--- config.mk ---
export PLATFORM = sky130hd
export DESIGN_NAME = lvc_calibration
export DESIGN_NICKNAME = d
export VERILOG_FILES = /design/src/lvc_timer.v /design/src/lvc_sync.v /design/src/lvc_calibration.v
export VERILOG_INCLUDE_DIRS = /design/src
export SDC_FILE = /design/constraint.sdc
export NUM_CORES = 1
export LEC_CHECK = 0
export ABC_AREA = 1
export BUFFER_PORTS_ARGS = -buffer_cell sky130_fd_sc_hd__buf_2
export CORE_ASPECT_RATIO = 2
export CORE_MARGIN = 5
export CORE_UTILIZATION = 47
export CTS_CLUSTER_SIZE = 20
export DETAILED_ROUTE_END_ITERATION = 6
export GPL_TIMING_DRIVEN = 0
export MAX_ROUTING_LAYER = met4
export PLACE_DENSITY = 0.76
export SLEW_MARGIN = 20
export SYNTH_ARGS = -nofsm -noshare
export SYNTH_HDL_FRONTEND = slang
export SYNTH_SLANG_ARGS = --single-unit
--- constraint.sdc ---
create_clock -name clock -period 2.71 [get_ports clock]
set_input_delay 0.1355 -clock clock [delete_from_list [all_inputs] [get_ports clock]]
set_output_delay 0.1355 -clock clock [all_outputs]
set_load 0.01 [all_outputs]
--- src/lvc_defs.vh ---
// Constants for the LED forward-voltage self-calibration block
// Behaviour
// - A write of the calibration start/done bit starts a new cycle.
// - Every cycle starts with the output voltage target at its lowest value.
// - Only sinks enabled by the LED sink enable bits are checked.
// - The result follows the enabled sink with the largest forward voltage.
// - The voltage steps automatically with a flash at the set currents.
// - The sweep ends at the first code giving all enabled sinks headroom, or at code 1111 if none does.
// - At the stop the final code is written to the 4-bit voltage field.
// - Completion sets the calibration bit, cleared only by a new start.
// - While that bit is set the voltage field holds the last result.
// - Code 0000 is 3.825V, each step adds 0.125V, up to 1111 at 5.700V.
`ifndef LVC_DEFS_VH
`define LVC_DEFS_VH
`define LVC_CLOCK_MHZ 25
`define LVC_FLASH_NS 2000
`define LVC_SETTLE_NS 1000
`define LVC_OV_MIN 4'h0
`define LVC_OV_MAX 4'hF
`define LVC_OV_BASE_MV 3825
`define LVC_OV_STEP_MV 125
`define LVC_HEADROOM_MV 400
`define LVC_MODE_PREFERRED 2'h0
`define LVC_ADDR_CTRL 12'h000
`define LVC_ADDR_CURR 12'h004
`define LVC_ADDR_STATUS 12'h008
`define LVC_ADDR_IRQ_STATUS 12'h00C
`define LVC_ADDR_IRQ_MASK 12'h010
`define LVC_CTRL_CAL_BIT 0
`define LVC_CTRL_VREG_BIT 1
`define LVC_CTRL_MODE_LSB 2
`define LVC_CTRL_LED_LSB 4
`define LVC_CTRL_OV_LSB 8
`define LVC_CURR_C13_LSB 0
`define LVC_CURR_C2_LSB 8
`define LVC_IRQ_DONE_BIT 0
`define LVC_IRQ_NOHR_BIT 1
`define LVC_STATUS_STATE_LSB 0
`define LVC_STATUS_SINK_LSB 4
`define LVC_STATUS_OV_LSB 8
`endif

--- src/lvc_timer.v ---
// Cycle timer used for flash and settle intervals
`timescale 1ns/10ps
module lvc_timer #(
  parameter WIDTH = 8
) (
  input wire clock,
  input wire reset,
  input wire start,
  input wire [WIDTH-1:0] load,
  output wire expired
);
  reg [WIDTH-1:0] count;
  reg running;
  // Count down from load, expire pulse on reaching one
  always @(posedge clock or posedge reset) begin
    if (reset) begin
      count <= {WIDTH{1'b0}};
      running <= 1'b0;
    end else if (start) begin
      count <= load;
      running <= 1'b1;
    end else if (running) begin
      count <= count - {{(WIDTH-1){1'b0}}, 1'b1};
      if (count <= {{(WIDTH-1){1'b0}}, 1'b1})
        running <= 1'b0;
    end
  end
  assign expired = running && (count <= {{(WIDTH-1){1'b0}}, 1'b1});
endmodule

--- src/lvc_sync.v ---
// Two-stage synchroniser for the sink headroom comparator inputs
`timescale 1ns/10ps
module lvc_sync #(
  parameter WIDTH = 3
) (
  input wire clock,
  input wire reset,
  input wire [WIDTH-1:0] async_in,
  output reg [WIDTH-1:0] sync_out
);
  reg [WIDTH-1:0] stage1;
  // First stage read only by the second
  always @(posedge clock or posedge reset) begin
    if (reset) begin
      stage1 <= {WIDTH{1'b0}};
      sync_out <= {WIDTH{1'b0}};
    end else begin
      stage1 <= async_in;
      sync_out <= stage1;
    end
  end
endmodule

--- src/lvc_calibration.v ---
// Forward-voltage self-calibration sequencer with AHB-Lite registers
//
// The AHB-Lite slave port and the register addresses were chosen for this implementation.
`timescale 1ns/10ps
`include "lvc_defs.vh"
module lvc_calibration #(
  parameter SINKS = 3,
  parameter FLASH_NS = `LVC_FLASH_NS,
  parameter SETTLE_NS = `LVC_SETTLE_NS
) (
  input wire clock,
  input wire reset,
  input wire hsel,
  input wire [31:0] haddr,
  input wire [1:0] htrans,
  input wire hwrite,
  input wire [2:0] hsize,
  input wire [31:0] hwdata,
  input wire hready,
  output wire hreadyout,
  output wire hresp,
  output reg [31:0] hrdata,
  input wire [SINKS-1:0] headroom_ok,
  output reg [3:0] output_voltage_target,
  output reg flash_pulse,
  output reg [4:0] flash_current_sinks_1_3,
  output reg [5:0] flash_current_sink_2,
  output reg [SINKS-1:0] flash_sink_enable,
  output reg calibration_busy,
  output reg [1:0] operating_mode,
  output reg voltage_regulation_enable,
  output wire irq
);
  ////////////////////////////////////////////////////////////////////////
  // Timing counts derived from clock rate
  localparam integer FLASH_CYC_RAW = (FLASH_NS * `LVC_CLOCK_MHZ) / 1000;
  localparam integer SETTLE_CYC_RAW = (SETTLE_NS * `LVC_CLOCK_MHZ) / 1000;
  localparam integer FLASH_CYC = (FLASH_CYC_RAW < 1) ? 1 : FLASH_CYC_RAW;
  localparam integer SETTLE_CYC = (SETTLE_CYC_RAW < 1) ? 1 : SETTLE_CYC_RAW;
  localparam TW = 12;
  localparam [TW-1:0] FLASH_LOAD = FLASH_CYC[TW-1:0];
  localparam [TW-1:0] SETTLE_LOAD = SETTLE_CYC[TW-1:0];
  // Sequencer states
  localparam [2:0] ST_IDLE = 3'h0;
  localparam [2:0] ST_SETTLE = 3'h1;
  localparam [2:0] ST_FLASH = 3'h2;
  localparam [2:0] ST_CHECK = 3'h3;
  localparam [2:0] ST_STEP = 3'h4;
  localparam [2:0] ST_DONE = 3'h5;

  ////////////////////////////////////////////////////////////////////////
  // Register decode
  function is_addr;
    input [31:0] a;
    input [11:0] off;
    begin
      is_addr = (a[11:0] == off) && (a[31:12] == 20'h00000);
    end
  endfunction

  // Sweep ends on full headroom or at the top code
  function sweep_end;
    input ok;
    input [3:0] code;
    begin
      sweep_end = ok || (code == `LVC_OV_MAX);
    end
  endfunction

  reg [2:0] state;
  reg [2:0] next_state;
  reg cal_done;
  reg [SINKS-1:0] led_sink_enables;
  reg [3:0] output_voltage_code;
  reg [1:0] irq_status;
  reg [1:0] irq_mask;
  reg [SINKS-1:0] worst_sink;
  reg ph_write;
  reg [31:0] ph_addr;
  wire [SINKS-1:0] headroom_sync;
  wire timer_expired;
  wire timer_start;
  wire [TW-1:0] timer_load;
  wire acc;
  wire wr_ctrl;
  wire cal_write;
  wire all_ok;
  wire [SINKS-1:0] short_sinks;
  reg ev_done;
  reg ev_nohr;
  wire [1:0] irq_event;
  wire [1:0] next_irq_status;
  wire irq_clear;

  ////////////////////////////////////////////////////////////////////////
  // AHB-Lite slave: zero wait states, always OKAY
  assign hreadyout = 1'b1;
  assign hresp = 1'b0;
  assign acc = hsel && hready && htrans[1];
  always @(posedge clock or posedge reset) begin
    if (reset) begin
      ph_write <= 1'b0;
      ph_addr <= 32'h00000000;
    end else begin
      ph_write <= acc && hwrite;
      ph_addr <= haddr;
    end
  end
  assign wr_ctrl = ph_write && is_addr(ph_addr, `LVC_ADDR_CTRL);
  assign cal_write = wr_ctrl && hwdata[`LVC_CTRL_CAL_BIT];

  // Read data register, loaded in the address phase
  always @(posedge clock or posedge reset) begin
    if (reset) begin
      hrdata <= 32'h00000000;
    end else if (acc && !hwrite) begin
      hrdata <= 32'h00000000;
      if (is_addr(haddr, `LVC_ADDR_CTRL)) begin
        hrdata[`LVC_CTRL_CAL_BIT] <= cal_done;
        hrdata[`LVC_CTRL_VREG_BIT] <= voltage_regulation_enable;
        hrdata[`LVC_CTRL_MODE_LSB+:2] <= operating_mode;
        hrdata[`LVC_CTRL_LED_LSB+:SINKS] <= led_sink_enables;
        hrdata[`LVC_CTRL_OV_LSB+:4] <= output_voltage_code;
      end else if (is_addr(haddr, `LVC_ADDR_CURR)) begin
        hrdata[`LVC_CURR_C13_LSB+:5] <= flash_current_sinks_1_3;
        hrdata[`LVC_CURR_C2_LSB+:6] <= flash_current_sink_2;
      end else if (is_addr(haddr, `LVC_ADDR_STATUS)) begin
        hrdata[`LVC_STATUS_STATE_LSB+:3] <= state;
        hrdata[`LVC_STATUS_SINK_LSB+:SINKS] <= worst_sink;
        hrdata[`LVC_STATUS_OV_LSB+:4] <= output_voltage_target;
      end else if (is_addr(haddr, `LVC_ADDR_IRQ_STATUS)) begin
        hrdata[1:0] <= irq_status;
      end else if (is_addr(haddr, `LVC_ADDR_IRQ_MASK)) begin
        hrdata[1:0] <= irq_mask;
      end
    end
  end

  ////////////////////////////////////////////////////////////////////////
  // Software-written configuration
  always @(posedge clock or posedge reset) begin
    if (reset) begin
      voltage_regulation_enable <= 1'b0;
      operating_mode <= `LVC_MODE_PREFERRED;
      led_sink_enables <= {SINKS{1'b1}};
      flash_current_sinks_1_3 <= 5'h00;
      flash_current_sink_2 <= 6'h00;
      irq_mask <= 2'h0;
    end else if (ph_write) begin
      if (is_addr(ph_addr, `LVC_ADDR_CTRL)) begin
        // Mode 00 and regulation off is the software's job
        voltage_regulation_enable <= hwdata[`LVC_CTRL_VREG_BIT];
        operating_mode <= hwdata[`LVC_CTRL_MODE_LSB+:2];
        led_sink_enables <= hwdata[`LVC_CTRL_LED_LSB+:SINKS];
      end
      if (is_addr(ph_addr, `LVC_ADDR_CURR)) begin
        flash_current_sinks_1_3 <= hwdata[`LVC_CURR_C13_LSB+:5];
        flash_current_sink_2 <= hwdata[`LVC_CURR_C2_LSB+:6];
      end
      if (is_addr(ph_addr, `LVC_ADDR_IRQ_MASK))
        irq_mask <= hwdata[1:0];
    end
  end

  ////////////////////////////////////////////////////////////////////////
  // Headroom comparators come from analog, synchronise them
  lvc_sync #(.WIDTH(SINKS)) u_sync (
    .clock(clock),
    .reset(reset),
    .async_in(headroom_ok),
    .sync_out(headroom_sync)
  );
  // Per-sink shortfall; disabled sinks never block the stop condition
  genvar g;
  generate
    for (g = 0; g < SINKS; g = g + 1) begin : g_sink
      assign short_sinks[g] = led_sink_enables[g] & ~headroom_sync[g];
    end
  endgenerate
  // Worst sink decides: any enabled sink still short holds the sweep
  assign all_ok = (short_sinks == {SINKS{1'b0}});

  // Shared interval timer
  assign timer_start = (state == ST_IDLE && cal_write) ||
                       (state == ST_STEP) ||
                       (state == ST_SETTLE && timer_expired);
  assign timer_load = (state == ST_SETTLE) ? FLASH_LOAD : SETTLE_LOAD;
  lvc_timer #(.WIDTH(TW)) u_timer (
    .clock(clock),
    .reset(reset),
    .start(timer_start),
    .load(timer_load),
    .expired(timer_expired)
  );

  ////////////////////////////////////////////////////////////////////////
  // Sequencer next state
  always @* begin
    next_state = state;
    case (state)
      ST_IDLE: begin
        if (cal_write)
          next_state = ST_SETTLE;
      end
      ST_SETTLE: begin
        if (timer_expired)
          next_state = ST_FLASH;
      end
      ST_FLASH: begin
        if (timer_expired)
          next_state = ST_CHECK;
      end
      ST_CHECK: begin
        if (sweep_end(all_ok, output_voltage_target))
          next_state = ST_DONE;
        else
          next_state = ST_STEP;
      end
      ST_STEP: begin
        next_state = ST_SETTLE;
      end
      ST_DONE: begin
        next_state = ST_IDLE;
      end
      default: begin
        next_state = ST_IDLE;
      end
    endcase
  end

  // Sequencer registers
  always @(posedge clock or posedge reset) begin
    if (reset) begin
      state <= ST_IDLE;
      output_voltage_target <= `LVC_OV_MIN;
      output_voltage_code <= `LVC_OV_MIN;
      cal_done <= 1'b0;
      flash_pulse <= 1'b0;
      flash_sink_enable <= {SINKS{1'b0}};
      calibration_busy <= 1'b0;
      worst_sink <= {SINKS{1'b0}};
      ev_done <= 1'b0;
      ev_nohr <= 1'b0;
    end else begin
      state <= next_state;
      ev_done <= 1'b0;
      ev_nohr <= 1'b0;
      flash_pulse <= (next_state == ST_FLASH);
      flash_sink_enable <= (next_state == ST_FLASH) ?
                           led_sink_enables : {SINKS{1'b0}};
      case (state)
        ST_IDLE: begin
          if (cal_write) begin
            output_voltage_target <= `LVC_OV_MIN;
            cal_done <= 1'b0;
            calibration_busy <= 1'b1;
            worst_sink <= {SINKS{1'b0}};
          end
        end
        ST_CHECK: begin
          // Remember sinks still short of headroom at this step
          if (!all_ok)
            worst_sink <= short_sinks;
          if (sweep_end(all_ok, output_voltage_target)) begin
            output_voltage_code <= output_voltage_target;
            ev_nohr <= !all_ok;
          end
        end
        ST_STEP: begin
          // One code step is one fixed converter voltage increment
          output_voltage_target <= output_voltage_target + 4'h1;
        end
        ST_DONE: begin
          cal_done <= 1'b1;
          calibration_busy <= 1'b0;
          ev_done <= 1'b1;
        end
        default: begin
          calibration_busy <= calibration_busy;
        end
      endcase
    end
  end

  ////////////////////////////////////////////////////////////////////////
  // Events routed to their status bit positions
  assign irq_event[`LVC_IRQ_DONE_BIT] = ev_done;
  assign irq_event[`LVC_IRQ_NOHR_BIT] = ev_nohr;
  assign irq_clear = ph_write && is_addr(ph_addr, `LVC_ADDR_IRQ_STATUS);
  // Next status per bit: the event wins over a write-one clear
  generate
    for (g = 0; g < 2; g = g + 1) begin : g_irq
      assign next_irq_status[g] = irq_event[g] |
        (irq_status[g] & ~(irq_clear & hwdata[g]));
    end
  endgenerate
  // Sticky interrupt status register
  always @(posedge clock or posedge reset) begin
    if (reset) begin
      irq_status <= 2'h0;
    end else begin
      irq_status <= next_irq_status;
    end
  end
  // Level interrupt while any unmasked status bit is set
  assign irq = |(irq_status & irq_mask);
endmodule

==> out/metrics.csv <==
metric,value,unit
post_cts.repair.setup_buffers,0,
holdWs,0.0159,ns
ys_top_cells_by_area,"dfrtp_1, nand2_1, nor2_1",
drive_above_1_share,24.8,%
clk_latency,0.34,ns
yosysWarnings,0,
slew_violations,0,
hold_viol,0,
slew_headroom,66.3,%
cts-htree-levels,3,
p_int,2.48,mW
hold_buffers,36,
via_count,4057,
synth.ff_latch_count,108,
slowest_delay,0.43,ns
port_buffers,90,
rsz0062_at_grt,false,
seq_power_share,51.9,%
crit_path_end_kind,flip-flop,
syn2layout_area_growth,29.2,%
tns,0,ns
gp_congestion,0.840,
clk_pin_slew_worst_paths,0.07,ns
drt_wl_total,12400,um
ys.flop_type,dfrtp_1,
dieArea,0.0126,mm2
cp_common_cell,inv_1,
peakVddDrop,0.329,mV
switching_power,713,uW
status,finished clean,
ys_async_sr_fraction,100,%
synth_top_area_share,54.2,%
cts_num_sinks,108,
p_leak,3.22,nW
postCtsResizedCells,0,
synth-edff-count,0,
postLayoutCoreUtil,62.1,%
grt_max_degree,34,
finClkSkew,0.0101,ns
crit_chain,inv_1 > ha_1 > nor2_1 > nor3_1 > nand4_1 > inv_1 > nor2_4 > o21ai_0,
dieHeight,154,um
initial_core_util,48.1,%
regToRegSetupSlack,0.83,ns
coreArea,0.0101,mm2
cts_root_buffer,clkbuf_16,
viasPerCell,4.82,
drc,0,
nFillCells,813,
drt_iter0_drc,177,
yosysTopAreaCell,dfrtp_1,
avgRoutedWirePerCell,14.7,um
clock.fmax,0.531,GHz
tightest_slew,0.504,ns
grt_pass1_vias,4462,
post-route-min-period,1.88,ns
postSynthCellCount,543,
synth_most_common_cell,nand2_1,
dpl.hpwl,9290,um
ios,135,
seq_area_frac_synth,55.8,%
clock_path_buffers,2,
ys_types,44,
power_per_cell_area,510,mW/mm2
n_antenna_cell,0,
gr-total-overflow,0,
synth_area_per_cell,8.92,um2
cts_buffers,9,
row_count,52,
p_comb_share,7.0,%
antenna_found_initial,0,
total_power,3.20,mW
slowest_stage,dfrtp_1,
switching_share,22.3,%
die_w,81.8,um
startpoint_type,flip-flop,
firstDrtPassIters,4,
track_usage,21.4,%
crit_fanout,10,
cap_violations,0,
fin_ws,0.825,ns
worstPathArrival,2.09,ns
grt_pass1_wl,20100,um
worstPathRequired,2.92,ns
syn_area,0.00485,mm2
min_path_type,primary input to flip-flop,
place_ws,0.856,ns
finalNetCount,782,
finalSetupViolCount,0,
worstSetupPathType,flip-flop to flip-flop,
period_share,69.5,%
tritoncts,done,
pwr-share-clk,41.1,%
synthTopCellsByCount,"nand2_1, dfrtp_1, nor2_1, inv_1, nand3_1",
ant_nets,0,
==> layout make-up <==
type                    instances  area [um2]  area share, %
well taps                     135         169           2.70
plain buffers                  27         198           3.16
inverters                      60         231           3.70
clock buffers                  10         229           3.66
repair buffers                129         871           13.9
multi-input cells             367        1790           28.5
flip-flops and latches        108        2710           43.2
clock inverters                 6        72.6           1.16
==> sequential cells by signal, indices dropped and copies added (netlist names), 2 cells and up <==
name,count
u_sync.stage1,3
irq_mask,2
u_timer.count,12
worst_sink,3
irq_status,2
hrdata,13
led_sink_enables,3
output_voltage_target,4
ph_addr,32
state,3
flash_current_sink_2,6
output_voltage_code,4
flash_current_sinks_1_3,5
operating_mode,2
flash_sink_enable,3
u_sync.sync_out,3
==> path summary, 6_finish.rpt <==
kind                             startpoint  cells past startpoint                      end
max                        u_timer.count[0]                      8          u_timer.running
min                              hwdata[12]                      3  flash_current_sink_2[4]
max reg2reg                u_timer.count[0]                      8          u_timer.running
min reg2reg                u_sync.stage1[0]                      0       u_sync.sync_out[0]
max in group asynchronous             reset                      6      led_sink_enables[2]
min in group asynchronous             reset                      3               hrdata[13]
==> per-stage QoR <==
step,cells,area (um2)
detailed placement,790,5600
global placement,787,5540
CTS,842,6260
finish,842,6260
floorplan,562,4920
global route,842,6260
==> placed cells by master (no fill, tap or decap), types with 3 or more instances in the layout <==
master / instances
buf_2: 91
clkbuf_16: 9
inv_2: 7
nor2_1: 72
o21ai_1: 13
buf_4: 23
nand2_1: 145
inv_1: 51
dlygate4sd3_1: 36
dfrtp_1: 105
nand3b_1: 5
o21ai_0: 16
nand3_2: 4
conb_1: 21
xnor2_1: 3
a21oi_1: 4
ha_1: 3
dfstp_2: 3
buf_12: 3
nor2_4: 5
nor2_2: 6
o22ai_1: 3
nand3_1: 24
xor2_1: 7
nand4_1: 8
nor3_1: 5
==> worst max-delay path: cells and delay by family, from the launching register on <==
family	cells	cell delay [ns]
AND/OR/NAND/NOR	4	0.68
flip-flops	1	0.43
adder cells (fa/ha/maj)	1	0.26
buffers and inverters	2	0.24
AO/OA/AOI/OAI	1	0.13
==> routing by layer <==
layer	GRT usage, %	vias to the layer above	wire length, um
li1	-	1982	-
met4	11.3	0	533
met1	19.4	1937	4230
met3	3.69	37	499
met5	-	-	0
met2	39.9	101	7150
==> kinds of logic (layout without fill, tap and decap cells) <==
group | after synthesis | count (layout) | synth area share (%)
other | 2 | 21 | 0.155
AOI/OAI and AO/OA | 45 | 45 | 5.29
and+or+nand+nor | 288 | 288 | 27.3
adders and majority gates | 3 | 3 | 0.775
buffers and inverters | 87 | 232 | 8.78
DFF | 108 | 108 | 55.8
xor gates and xnor gates | 10 | 10 | 1.81
==> power groups by stage <==
stage / logic, mW / registers (mW) / clock network (mW)
2_1_floorplan: 0.0970 / 1.69 / 0
3_3_place_gp: 0.163 / 1.69 / 0
3_5_place_dp: 0.181 / 1.69 / 0
4_1_cts: 0.222 / 1.66 / 1.34
5_1_grt: 0.249 / 1.66 / 1.41
6_report: 0.223 / 1.66 / 1.31
Power figures use the tool's default switching activity.
